File: config.mk
export PLATFORM = sky130hd
export DESIGN_NAME = supply_monitor_builtin_selftest
export DESIGN_NICKNAME = d
export VERILOG_FILES = /design/src/supply_monitor_builtin_selftest_pkg.sv /design/src/supply_monitor_builtin_selftest.sv
export VERILOG_INCLUDE_DIRS = /design/src /design/src/src
export SDC_FILE = /design/constraint.sdc
export NUM_CORES = 1
export LEC_CHECK = 0
export BUFFER_PORTS_ARGS = -buffer_cell sky130_fd_sc_hd__buf_2
export CORE_MARGIN = 1.5
export CORE_UTILIZATION = 30
export CTS_BUF_LIST = sky130_fd_sc_hd__clkbuf_16
export CTS_CLUSTER_DIAMETER = 150
export DETAILED_ROUTE_END_ITERATION = 8
export GPL_ROUTABILITY_DRIVEN = 0
export PLACE_DENSITY_LB_ADDON = 0.25
export SYNTH_ARGS = -nofsm -noshare
export SYNTH_HDL_FRONTEND = slang
export SYNTH_SLANG_ARGS = --single-unit
export TNS_END_PERCENT = 20
File: constraint.sdc
create_clock -name mclk -period 5.4 [get_ports mclk]
set_input_delay 0.27 -clock mclk [delete_from_list [all_inputs] [get_ports mclk]]
set_output_delay 0.27 -clock mclk [all_outputs]
set_load 0.005 [all_outputs]
File: src/supply_monitor_builtin_selftest_params.svh
`ifndef SUPPLY_MONITOR_BUILTIN_SELFTEST_PARAMS_SVH
`define SUPPLY_MONITOR_BUILTIN_SELFTEST_PARAMS_SVH

// Register indexes as printed; the byte address is four times the index.
`define SMB_CTRL_IDX       16'h0410
`define SMB_RES_IDX        16'h0411
`define SMB_CTRL_ADDR      16'h1040
`define SMB_RES_ADDR       16'h1044

// Control register layout.
`define SMB_LAUNCH_BIT     0
`define SMB_CRC_LSB        1
`define SMB_CRC_MSB        15
`define SMB_CRC_RST        15'h0000
`define SMB_CRC_POLY       15'h4599

// Result register layout.
`define SMB_RES_MSB        11
`define SMB_RES_RST        12'h0FF
`define SMB_AUX_HIGH_IDX   4'h8
`define SMB_AUX_LOW_IDX    4'h9

// Sequence lengths.
`define SMB_STARTUP_LAST   4'h7
`define SMB_MANUAL_LAST    4'hB

`endif

File: src/supply_monitor_builtin_selftest_pkg.sv
package supply_monitor_builtin_selftest_pkg;

  typedef enum logic [0:0] {
    ST_IDLE,
    ST_RUN
  } seq_state_t;

  // Request to the analog monitor test circuitry.
  typedef struct packed {
    logic       req;
    logic [3:0] sel;
  } mon_req_t;

  // Answer from the analog monitor test circuitry.
  typedef struct packed {
    logic done;
    logic fail;
  } mon_rsp_t;

endpackage : supply_monitor_builtin_selftest_pkg

File: src/supply_monitor_builtin_selftest.sv
// Summary of operation
// - A CRC over the sequential test results sits in control bits 15:1, read-write, reset zero.
// - Writing one to control bit 0 launches a run over all monitors, skipping the auxiliary pair when aux_enabled is low; writing zero does nothing.
// - Control bit 0 is write-only and always reads zero.
// - Result bits 15:12 are reserved and read zero.
// - A start-up run where every monitor passes leaves the result register at zero.
// - Result bits 11 and 10 report core supply low and high fails, reset zero, manual run only.
// - Result bits 9 and 8 report auxiliary supply low and high fails, reset zero, manual run only.
// - Result bits 7:0 reset to one and cover the eight start-up monitors, run in ascending order, bit n for monitor n.
// - Each result flag reads 0 for pass and 1 for fail; the result register is read-only.
`timescale 1ns/1ps
`include "supply_monitor_builtin_selftest_params.svh"
`default_nettype none

module supply_monitor_builtin_selftest
  import supply_monitor_builtin_selftest_pkg::*;
(
  input  wire logic        mclk,
  input  wire logic        rst,
  input  wire logic        psel,
  input  wire logic        penable,
  input  wire logic        pwrite,
  input  wire logic [15:0] paddr,
  input  wire logic [31:0] pwdata,
  output logic      [31:0] prdata,
  output logic             pready,
  output logic             pslverr,
  input  wire logic        aux_enabled,
  input  wire mon_rsp_t    mon_rsp,
  output mon_req_t         mon_req,
  output logic             selftest_busy
);

  seq_state_t                   state_r;
  logic                         boot_pend_r;
  logic                         manual_r;
  logic [3:0]                   idx_r;
  logic [14:0]                  selftest_crc_r;
  logic [`SMB_RES_MSB:0]        result_r;
  logic                         hit_ctrl;
  logic                         hit_res;
  logic                         wr_ctrl;
  logic                         selftest_launch;
  logic                         step_done;
  logic                         last_step;
  logic [3:0]                   idx_nxt;
  logic [14:0]                  crc_nxt;

  // Folds the monitor number and its outcome into the CRC, MSB first.
  function automatic logic [14:0] crc_fold(input logic [14:0] crc,
                                           input logic [3:0]  idx,
                                           input logic        fail);
    logic [14:0] c;
    logic [4:0]  d;
    logic        fb;
    c = crc;
    d = {idx, fail};
    for (int i = 4; i >= 0; i--) begin
      fb = c[14] ^ d[i];
      c  = {c[13:0], 1'b0};
      if (fb) begin
        c = c ^ `SMB_CRC_POLY;
      end
    end
    return c;
  endfunction : crc_fold

  // Next monitor in the fixed order; the auxiliary pair is skipped when that supply is off.
  function automatic logic [3:0] next_mon(input logic [3:0] idx,
                                          input logic       aux_on);
    logic [3:0] n;
    n = idx + 4'h1;
    if (!aux_on && n == `SMB_AUX_HIGH_IDX) begin
      n = `SMB_AUX_LOW_IDX + 4'h1;
    end
    return n;
  endfunction : next_mon

  assign hit_ctrl        = (paddr == `SMB_CTRL_ADDR);
  assign hit_res         = (paddr == `SMB_RES_ADDR);
  assign wr_ctrl         = psel && penable && pwrite && hit_ctrl;
  assign selftest_launch = wr_ctrl && pwdata[`SMB_LAUNCH_BIT];
  assign step_done       = (state_r == ST_RUN) && mon_rsp.done;
  assign last_step       = manual_r ? (idx_r == `SMB_MANUAL_LAST)
                                    : (idx_r == `SMB_STARTUP_LAST);
  assign idx_nxt         = next_mon(idx_r, aux_enabled);
  assign crc_nxt         = crc_fold(selftest_crc_r, idx_r, mon_rsp.fail);

  // Zero wait states; an unmapped address answers with an error.
  assign pready        = 1'b1;
  assign pslverr       = psel && penable && !hit_ctrl && !hit_res;
  assign selftest_busy = (state_r == ST_RUN);
  assign mon_req.req   = (state_r == ST_RUN);
  assign mon_req.sel   = idx_r;

  // The start-up run is queued by reset so it begins on the first clock after release.
  always_ff @(posedge mclk or posedge rst) begin
    if (rst) begin
      boot_pend_r <= 1'b1;
    end else if (state_r == ST_IDLE) begin
      boot_pend_r <= 1'b0;
    end
  end

  // A launch during a run is ignored; the running sequence is never restarted midway.
  always_ff @(posedge mclk or posedge rst) begin
    if (rst) begin
      state_r  <= ST_IDLE;
      manual_r <= 1'b0;
      idx_r    <= 4'h0;
    end else begin
      case (state_r)
        ST_IDLE: begin
          if (boot_pend_r) begin
            state_r  <= ST_RUN;
            manual_r <= 1'b0;
            idx_r    <= 4'h0;
          end else if (selftest_launch) begin
            state_r  <= ST_RUN;
            manual_r <= 1'b1;
            idx_r    <= 4'h0;
          end
        end
        ST_RUN: begin
          if (mon_rsp.done) begin
            if (last_step) begin
              state_r <= ST_IDLE;
            end else begin
              idx_r <= idx_nxt;
            end
          end
        end
        default: begin
          state_r <= ST_IDLE;
        end
      endcase
    end
  end

  // The CRC restarts at every run; a hardware step wins over a software write.
  always_ff @(posedge mclk or posedge rst) begin
    if (rst) begin
      selftest_crc_r <= `SMB_CRC_RST;
    end else if (step_done) begin
      selftest_crc_r <= crc_nxt;
    end else if (state_r == ST_IDLE && (boot_pend_r || selftest_launch)) begin
      selftest_crc_r <= `SMB_CRC_RST;
    end else if (wr_ctrl) begin
      selftest_crc_r <= pwdata[`SMB_CRC_MSB:`SMB_CRC_LSB];
    end
  end

  // Only the sequencer writes result flags; software writes never reach them.
  always_ff @(posedge mclk or posedge rst) begin
    if (rst) begin
      result_r <= `SMB_RES_RST;
    end else if (step_done) begin
      result_r[idx_r] <= mon_rsp.fail;
    end
  end

  // Read data is captured in the setup cycle and held through the access cycle.
  always_ff @(posedge mclk or posedge rst) begin
    if (rst) begin
      prdata <= 32'h0000_0000;
    end else if (psel && !penable && !pwrite) begin
      if (hit_ctrl) begin
        prdata <= {16'h0000, selftest_crc_r, 1'b0};
      end else if (hit_res) begin
        prdata <= {16'h0000, 4'h0, result_r};
      end else begin
        prdata <= 32'h0000_0000;
      end
    end
  end

  logic seen_step_r;

  always_ff @(posedge mclk or posedge rst) begin
    if (rst) begin
      seen_step_r <= 1'b0;
    end else if (step_done) begin
      seen_step_r <= 1'b1;
    end
  end
endmodule : supply_monitor_builtin_selftest

`default_nettype wire

==> results of run 1 <==
[layer usage]
metal / track usage / vias up / routed length, um
met1: 0.197 / 1037 / 3320
li1: - / 1077 / -
met2: 0.221 / 67 / 3260
met3: 0.0331 / 8 / 324
met4: 0.0417 / 0 / 79
met5: 0 / - / 0
[kinds of logic after synthesis]
| group | count (synthesis) | synth area share |
|---|---|---|
| DFF | 50 | 0.435 |
| other | 2 | 0.00259 |
| AOI/OAI and AO/OA | 53 | 0.137 |
| and+or+nand+nor | 79 | 0.134 |
| adders and majority gates | 5 | 0.0216 |
| xor gates and xnor gates | 26 | 0.0962 |
| muxes | 26 | 0.0949 |
| buffers and inverters | 39 | 0.0785 |
[Yosys cell counts (7+ instances only)]
master and instances:
xnor2_1 17, o31ai_1 13, buf_4 18, dfstp_2 9
nand2_1 29, dfrtp_1 41, mux2i_1 14, mux2_1 12
nor2_1 20, inv_1 7, clkbuf_1 10
[metrics by stage]
stage / setup slack [ns] / cell area, sq um / instances / power [uW]
6_report: 2.89 / 3370 / 462 / 1960
3_3_place_gp: 2.90 / 3230 / 454 / 1650
5_1_grt: 2.64 / 3370 / 462 / 2110
3_5_place_dp: 2.92 / 3230 / 454 / 1660
2_1_floorplan: 3.43 / 2960 / 295 / 1450
4_1_cts: 2.90 / 3370 / 462 / 1980
[flip-flops by register name, summed over array words and instances, names as in the netlist]
register	flops
result_r	12
boot_pend_r	1
selftest_busy	1
selftest_crc_r	15
prdata	16
idx_r	4
manual_r	1
[worst min path at each step]
stage | start | endpoint | slack [ns] | cells after the start
finish | pwdata[4] | selftest_crc_r[3] | 0.23 | 2
global route | pwdata[4] | selftest_crc_r[3] | 0.22 | 2
CTS | pwdata[1] | selftest_crc_r[0] | 0.22 | 2
detailed placement | prdata[2] | prdata[2] | 0.46 | 2
global placement | prdata[2] | prdata[2] | 0.46 | 2
floorplan | mon_rsp[0] | result_r[10] | 0.40 | 1
[report_power, final]
part | total, uW | switching [uW] | internal (uW)
Sequential | 663 | 150 | 513
Combinational | 987 | 479 | 508
Clock | 306 | 136 | 170
Total | 1960 | 766 | 1190
[area by class of cell]
type | instances | area (sq um) | area share
clock inverters | 3 | 18.8 | 0.00557
inverters | 7 | 26.3 | 0.00780
clock buffers | 5 | 125 | 0.0371
well taps | 129 | 161 | 0.0479
flip-flops and latches | 50 | 1260 | 0.375
repair buffers | 62 | 310 | 0.0921
multi-input cells | 206 | 1470 | 0.435
[critical path: cells and delay by family, from the launching register on]
kind	cells	cell delay [ns]
AOI/OAI and AO/OA	3	1.23
and+or+nand+nor	2	0.67
DFF	1	0.49
==> results.txt, run 1 <==
IO Port Bufs: 62
H-tree levels: 2
Top-area cell type share of the netlist area: 0.354
Async S/R FF share, synth: 1.00
Fin Hold WS: 0.225 ns
CP peak stage delay: 0.66 ns
R2R depth: 5
Critical path startpoint: selftest_busy
Post-synthesis cell count: 280
Max-Cap Viols: 0
Post-DRT Antenna Nets: 0
Crit path max fanout: 15
Starting Density: 0.311
Largest net degree at the start of global routing: 51
Die height: 101 um
Clk_skew: 0.00550 ns
Post-Syn Area per Cell: 10.4 sq um
Minimum clock period: 2.51 ns
EDFF count, synth: 0
Grt ovf: 0
Clock transition at the registers of the reported paths: 0.07 ns
Netlist Area Pre-Place: 2900 sq um
Commonest non-fill, non-tap cell in the layout: buf_2
Resized Gates After CTS: 0
Worst R2R End: selftest_crc_r[4]
CTS root buffer: clkbuf_16
Yosys top cell by area: dfrtp_1
Total I/O pin count: 96
Layout cells sized above 1: 0.246
Pleak: 0.00154 uW
Crit path to: selftest_crc_r[4]
Post-CTS setup buffers: 0
GRT Overall Usage: 0.142
Post-synthesis sequential area ratio: 0.435
Final number of setup-violating endpoints: 0
CTS tree: built
Slowest-stage cell, CP: a21oi_1
Synth area leaders: dfrtp_1 (35%), dfstp_2 (8.2%), xnor2_1 (5.1%)
Synth Warn #: 0
Hold Path Class: in2reg
Netlist cell types: 51
Hold buffer count at CTS: 0
Fill count: 978
Clock insertion delay at the later pin of the skew report: 0.29 ns
Drt first pass iters: 4
Worst r2r src: selftest_busy
Antenna violations before repair: 0
Wire length per cell: 15.1 um
Worst-margin pin slew: 1.06 ns
Max-Slew Margin vs Limit: 0.293
Critical Path RT: 5.57 ns
Critical path capture point type: flip-flop
DRC violation count after routing: 0
RSZ-0062 raised after global routing: false
Max Clk Rate: 399 MHz
Row cnt: 35
Global-route wire length before repair: 11100 um
Number of global-route vias before repair: 2047
Final worst-path cycle share: 0.464
DR vias/cell: 4.74
Nets: 393
Main flop type after synthesis: dfrtp_1
Startpoint Class: flip-flop
Register bit count reported by yosys: 50
N_diodes: 0
Max Slew Vio Count: 0
HPWL after detailed placement: 5320 um
Max IR drop VDD: 355 uV
Critical path arrival: 2.68 ns
CTS buffer count: 5
Synth-to-layout area growth: 16.2%
Fin. Hold Viols: 0
Die span in x: 101 um
Post-Route WL: 6980 um
Sum Neg Setup Slack: 0 ns
Status: completed
DIE AREA: 10300 sq um
Clk sinks: 50
PwrDens: 581 nW/um^2
Crit path cell chain: nand2_1 > o21ai_1 > a21oi_1 > nor2_1 > a221o_1
Most frequent cells in the layout: buf_2 (62), dfrtp_1 (41), nand2_1 (29)
Vias after detailed routing: 2189
Clk buf depth: 2
Crit Path Category: reg2reg
Iteration-0 DRC count of the detailed router: 95
Internal reg-to-reg setup slack: 2.89 ns
Post-layout util: 0.361
Core Box Area: 9330 sq um
(Power assumes the default switching activity.)
==> run 2, diff against run 1 <==
- clock period: 5.4 -> 2.05 ns (I/O delays scaled with it)
==> run 2 against run 1 <==
  * Setup slack lost 2.8 ns
  * Sequential cell count stayed put
  * Die area did not move
  * Combinational power rose to 3.0 times the previous value
==> results.txt, run 2 (synthesized netlist as in run 1, its figures left out) <==
Footprint of the multi-input gates: 1470 sq um
Pleak: 0.00164 uW
CTS tree: built
CP peak stage delay: 0.53 ns
Worst-margin pin slew: 0.576 ns
CTS root buffer: clkbuf_16
IO Port Bufs: 62
Synth-to-layout area growth: 22.0%
DRC violation count after routing: 0
Starting Density: 0.311
HP Start: pwdata[11]
CTS buffer count: 5
Minimum clock period: 1.93 ns
Resized Gates After CTS: 0
Max-Slew Margin vs Limit: 0.611
DIE AREA: 10300 sq um
Clk buf depth: 2
Critical path capture point type: flip-flop
Grt ovf: 0
PwrDens: 1570 nW/um^2
Gate power share: 0.527
Crit path max fanout: 4
GRT Overall Usage: 0.153
Die span in x: 101 um
Antenna violations before repair: 0
Clk sinks: 50
N_diodes: 0
Commonest non-fill, non-tap cell in the layout: buf_2
Max-Cap Viols: 0
Post-CTS setup buffers: 0
Post-Route WL: 7410 um
Crit Path Category: reg2reg
Sum Neg Setup Slack: 0 ns
Iteration-0 DRC count of the detailed router: 104
Sw power: 2120 uW
Clock insertion delay at the later pin of the skew report: 0.30 ns
Core Box Area: 9330 sq um
Post-Layout Cell Count: 480
Wire length per cell: 15.4 um
Max Clk Rate: 518 MHz
Largest registers: prdata: 16 flops, selftest_crc_r: 15 flops, result_r: 12 flops
Hold buffer count at CTS: 1
Die height: 101 um
Max Slew Vio Count: 0
Largest net degree at the start of global routing: 29
Crit path cell chain: xor2_2 > xnor3_2 > xnor3_1 > nor2_1 > a221o_1
Clk_skew: 0.00769 ns
HPWL after detailed placement: 5790 um
Slowest-stage cell, CP: xnor3_2
Critical Path RT: 2.23 ns
Worst r2r src: selftest_crc_r[12]
DR vias/cell: 4.77
Critical path arrival: 2.11 ns
Final worst-path cycle share: 0.941
Hold Path Class: in2reg
Clock network power share: 0.177
Fin. Hold Viols: 0
P_int: 3440 uW
Number of global-route vias before repair: 2367
Global-route wire length before repair: 12000 um
Vias after detailed routing: 2289
Layout cells sized above 1: 0.285
Most frequent cells in the layout: buf_2 (62), dfrtp_1 (41), nand2_1 (29)
Row cnt: 35
Cells after DPL: 471
Total I/O pin count: 96
H-tree levels: 2
Max reg flops: 16
Critical path startpoint: selftest_crc_r[12]
Sequential power share: 0.296
Switching share of power: 0.381
Clock transition at the registers of the reported paths: 0.07 ns
Worst Path Buf+Inv: 0
Startpoint Class: flip-flop
Max IR drop VDD: 822 uV
Status: completed
CP top delay family: XOR/XNOR gates
Largest Register: prdata
Drt first pass iters: 4
Post-DRT Antenna Nets: 0
RSZ-0062 raised after global routing: false
Register area: 1260 sq um
Fill count: 971
Nets: 411
Final number of setup-violating endpoints: 0
[run 2: area by class of cell]
cell class                      instances  share of cell area
Clock inverter                          3              0.0138
Tap cell                              129              0.0456
Clock buffer                            5              0.0354
Inverter                                7             0.00743
Timing Repair Buffer                   80               0.127
Multi-Input combinational cell        206               0.414
Sequential cell                        50               0.357
[run 2: per-layer routing]
metal / track usage / routed length [um]
met1: 0.205 / 3500
met2: 0.258 / 3480
met3: 0.0269 / 387
met4: 0.0321 / 41
met5: 0 / 0
[run 2: power by group through the flow]
stage / logic [uW] / registers (uW) / clock network (uW)
global route: 3220 / 1690 / 1040
finish: 2930 / 1650 / 985
detailed placement: 2920 / 1670 / 0
CTS: 2940 / 1650 / 996
global placement: 2900 / 1660 / 0
floorplan: 2220 / 1590 / 0
[run 2: worst paths after layout]
check,endpoint,cells past startpoint,slack (ns)
min in group asynchronous,selftest_crc_r[4],3,0.30
max in group asynchronous,boot_pend_r,4,1.10
worst max-delay path,selftest_crc_r[10],5,0.12
worst min register to register,prdata[2],2,0.47
worst min-delay path,selftest_crc_r[10],2,0.06
worst max register to register,selftest_crc_r[10],5,0.12
[run 2: metrics by stage]
step | cell area [sq um] | hold slack (ns) | setup WS [ns] | utilization | total power [uW]
final | 3540 | 0.0556 | 0.121 | 0.379 | 5560
after global routing | 3540 | 0.0524 | 0.0581 | 0.379 | 5950
after CTS | 3540 | 0.0491 | 0.123 | 0.379 | 5580
after detailed placement | 3350 | 0.0740 | 0.131 | 0.360 | 4590
after global placement | 3350 | 0.0655 | 0.159 | 0.360 | 4560
after floorplan | 2960 | 0.234 | 0.0789 | - | 3810
==> run 3, diff against run 2 <==
- ABC_AREA: not set -> 1
- clock period: 2.05 -> 1.7 ns (I/O delays scaled with it)
==> run 3 against run 2 <==
  * Synthesized cell count rose by 52%
  * Maximum frequency rose by 20%
  * Die area rose by 12%
  * Setup slack got worse by 0.028 ns
  * Sequential power fell by 28%
  * Area after synthesis rose by 12%
  * Largest power group is now sequential cells
==> results.txt, run 3 <==
Clk buf depth: 2
Yosys top cell by area: dfrtp_1
Slowest-stage cell, CP: dfrtp_1
Most frequent cells after synthesis: nand2_1 (109), inv_1 (50), dfrtp_1 (41)
DR vias/cell: 4.58
Clock insertion delay at the later pin of the skew report: 0.29 ns
Max Slew Vio Count: 0
Post-DRT Antenna Nets: 0
CTS tree: built
Sum Neg Setup Slack: 0 ns
DRC violation count after routing: 0
Clock transition at the registers of the reported paths: 0.07 ns
Max-Slew Margin vs Limit: 0.600
Hold Path Class: in2reg
Crit path cell chain: inv_2 > nand2_1 > nand2_4 > nand2_2 > nand2_4 > nand2_4 > nand3_1 > nand3_2 > nand3b_1 > nand3_1 > nand2_1 > nand2_1
R2R depth: 12
GRT Overall Usage: 0.151
Worst-margin pin slew: 0.599 ns
Setup WS pre-CTS: 0.0253 ns
Core Box Area: 10400 sq um
Final WS setup: 0.0932 ns
Critical Path RT: 1.88 ns
CP peak stage delay: 0.42 ns
Crit Path Category: reg2reg
Worst r2r src: selftest_crc_r[14]
Footprint of the multi-input gates: 1660 sq um
Final number of setup-violating endpoints: 0
Global-route wire length before repair: 13600 um
Max-Cap Viols: 0
Min-Delay Path Depth: 3
Critical path arrival: 1.79 ns
Clk_skew: 0.00630 ns
Clk sinks: 50
Worst R2R End: selftest_crc_r[10]
Wire length per cell: 13.1 um
Max IR drop VDD: 311 uV
Die height: 107 um
Largest registers: prdata: 16 flops, selftest_crc_r: 15 flops, result_r: 12 flops
Minimum clock period: 1.61 ns
Number of global-route vias before repair: 2750
PwrDens: 613 nW/um^2
Netlist Area Pre-Place: 3260 sq um
Synth area leaders: dfrtp_1 (31%), nand2_1 (13%), dfstp_2 (7.2%)
Largest Register: prdata
Post-synthesis cell count: 426
EDFF count, synth: 0
Die span in x: 107 um
Post-Route WL: 8470 um
DIE AREA: 11500 sq um
Drt first pass iters: 4
CTS root buffer: clkbuf_16
Startpoint Class: flip-flop
Internal reg-to-reg setup slack: 0.09 ns
Register bit count reported by yosys: 50
Crit path max fanout: 4
Most frequent cell after synthesis: nand2_1
Most frequent cells in the layout: nand2_1 (108), buf_2 (62), inv_1 (46)
Status: completed
HPWL after detailed placement: 6410 um
Fin Hold WS: 0.0468 ns
Max reg flops: 16
Fill count: 1122
Fin. Hold Viols: 0
Vias after detailed routing: 2966
Commonest non-fill, non-tap cell in the layout: nand2_1
Pleak: 0.00208 uW
Netlist cell types: 39
Critical path capture point type: flip-flop
Post-Syn Area per Cell: 7.66 sq um
Row cnt: 37
Starting Density: 0.313
Synth Warn #: 0
Top-area cell type share of the netlist area: 0.315
Max Clk Rate: 622 MHz
Register area: 1270 sq um
Total I/O pin count: 96
Final worst-path cycle share: 0.945
RSZ-0062 raised after global routing: true
Post-synthesis sequential area ratio: 0.387
Main flop type after synthesis: dfrtp_1
CTS buffer count: 5
Nets: 571
H-tree levels: 2
Largest net degree at the start of global routing: 51
Async S/R FF share, synth: 1.00
Synth-to-layout area growth: 24.1%
N_diodes: 0
Hold EP: selftest_crc_r[0]
HP Start: pwdata[1]
Layout cells sized above 1: 0.313
IO Port Bufs: 62
Iteration-0 DRC count of the detailed router: 140
Antenna violations before repair: 0
Grt ovf: 0
-- run 3: changes by cell type in the layout (fill, tap and decap cells not counted), sizes merged, moves of 12 or more --
cell,before,now
inv,8,53
buf,79,93
nand2,29,126
nand3,3,50
a21oi,4,16
xnor2,17,2
mux2,12,0
mux2i,14,0
-- run 3: through the flow --
| step | power, uW | utilization | instance area (sq um) | std cells |
|---|---|---|---|---|
| 3_3_place_gp | 1370 | 0.365 | 3800 | 632 |
| 6_report | 2480 | 0.389 | 4050 | 647 |
| 3_5_place_dp | 1370 | 0.365 | 3800 | 632 |
| 5_1_grt | 2570 | 0.389 | 4050 | 647 |
| 4_1_cts | 2520 | 0.382 | 3980 | 641 |
| 2_1_floorplan | 1320 | - | 3320 | 441 |
-- run 3: worst max-delay path: cells and delay by family, from the launching register on --
family,cells,cell delay [ns]
simple gates,11,0.97
flops,1,0.42
buf+inv,1,0.10
-- run 3: what timing repair did --
item,4_1_cts,5_1_grt
gates resized for setup,0,11
buffers inserted,0,6
hold endpoints to repair,41,0
setup endpoints to repair,0,9
hold buffers,1,0
-- run 3: cell type report --
cell class / count / share of cell area
tap: 136 / 0.0420
timing repair buffer: 94 / 0.143
inverter: 54 / 0.0507
multi-input combinational: 305 / 0.411
sequential: 50 / 0.313
clock buffer: 5 / 0.0309
clock inverter: 3 / 0.00989
-- run 3: power breakdown --
part | switching (uW) | internal, uW | total (uW)
sequential | 0.640 | 1190 | 1190
clock | 445 | 690 | 1130
combinational | 92.4 | 62.1 | 154
-- run 3: how the worst max path moves through the flow --
stage                                   from            endpoint  slack, ns  cells after the start
after floorplan                     idx_r[2]  selftest_crc_r[10]       0.14                     13
final                     selftest_crc_r[14]  selftest_crc_r[10]       0.09                     12
after detailed placement            idx_r[2]   selftest_crc_r[3]       0.03                     12
after CTS                           idx_r[2]   selftest_crc_r[3]       0.01                     12
after global routing      selftest_crc_r[14]  selftest_crc_r[10]      -0.03                     12
after global placement              idx_r[2]   selftest_crc_r[3]       0.05                     12
-- run 3: logic make-up after synthesis --
logic type | after synthesis | share of synthesized area
AO/OA/AOI/OAI | 54 | 0.100
buffers and inverters | 86 | 0.127
XOR/XNOR | 11 | 0.0318
other | 2 | 0.00230
adder cells (fa/ha/maj) | 5 | 0.0192
AND/OR/NAND/NOR | 218 | 0.332
flip-flops | 50 | 0.387
-- run 3: per-layer routing --
| metal | track usage | share of wire | vias up |
|---|---|---|---|
| li1 | - | - | 1515 |
| met1 | 0.212 | 0.48 | 1366 |
| met4 | 0.0419 | 0.0066 | 0 |
| met5 | 0 | 0 | - |
| met3 | 0.0242 | 0.056 | 6 |
| met2 | 0.240 | 0.46 | 79 |
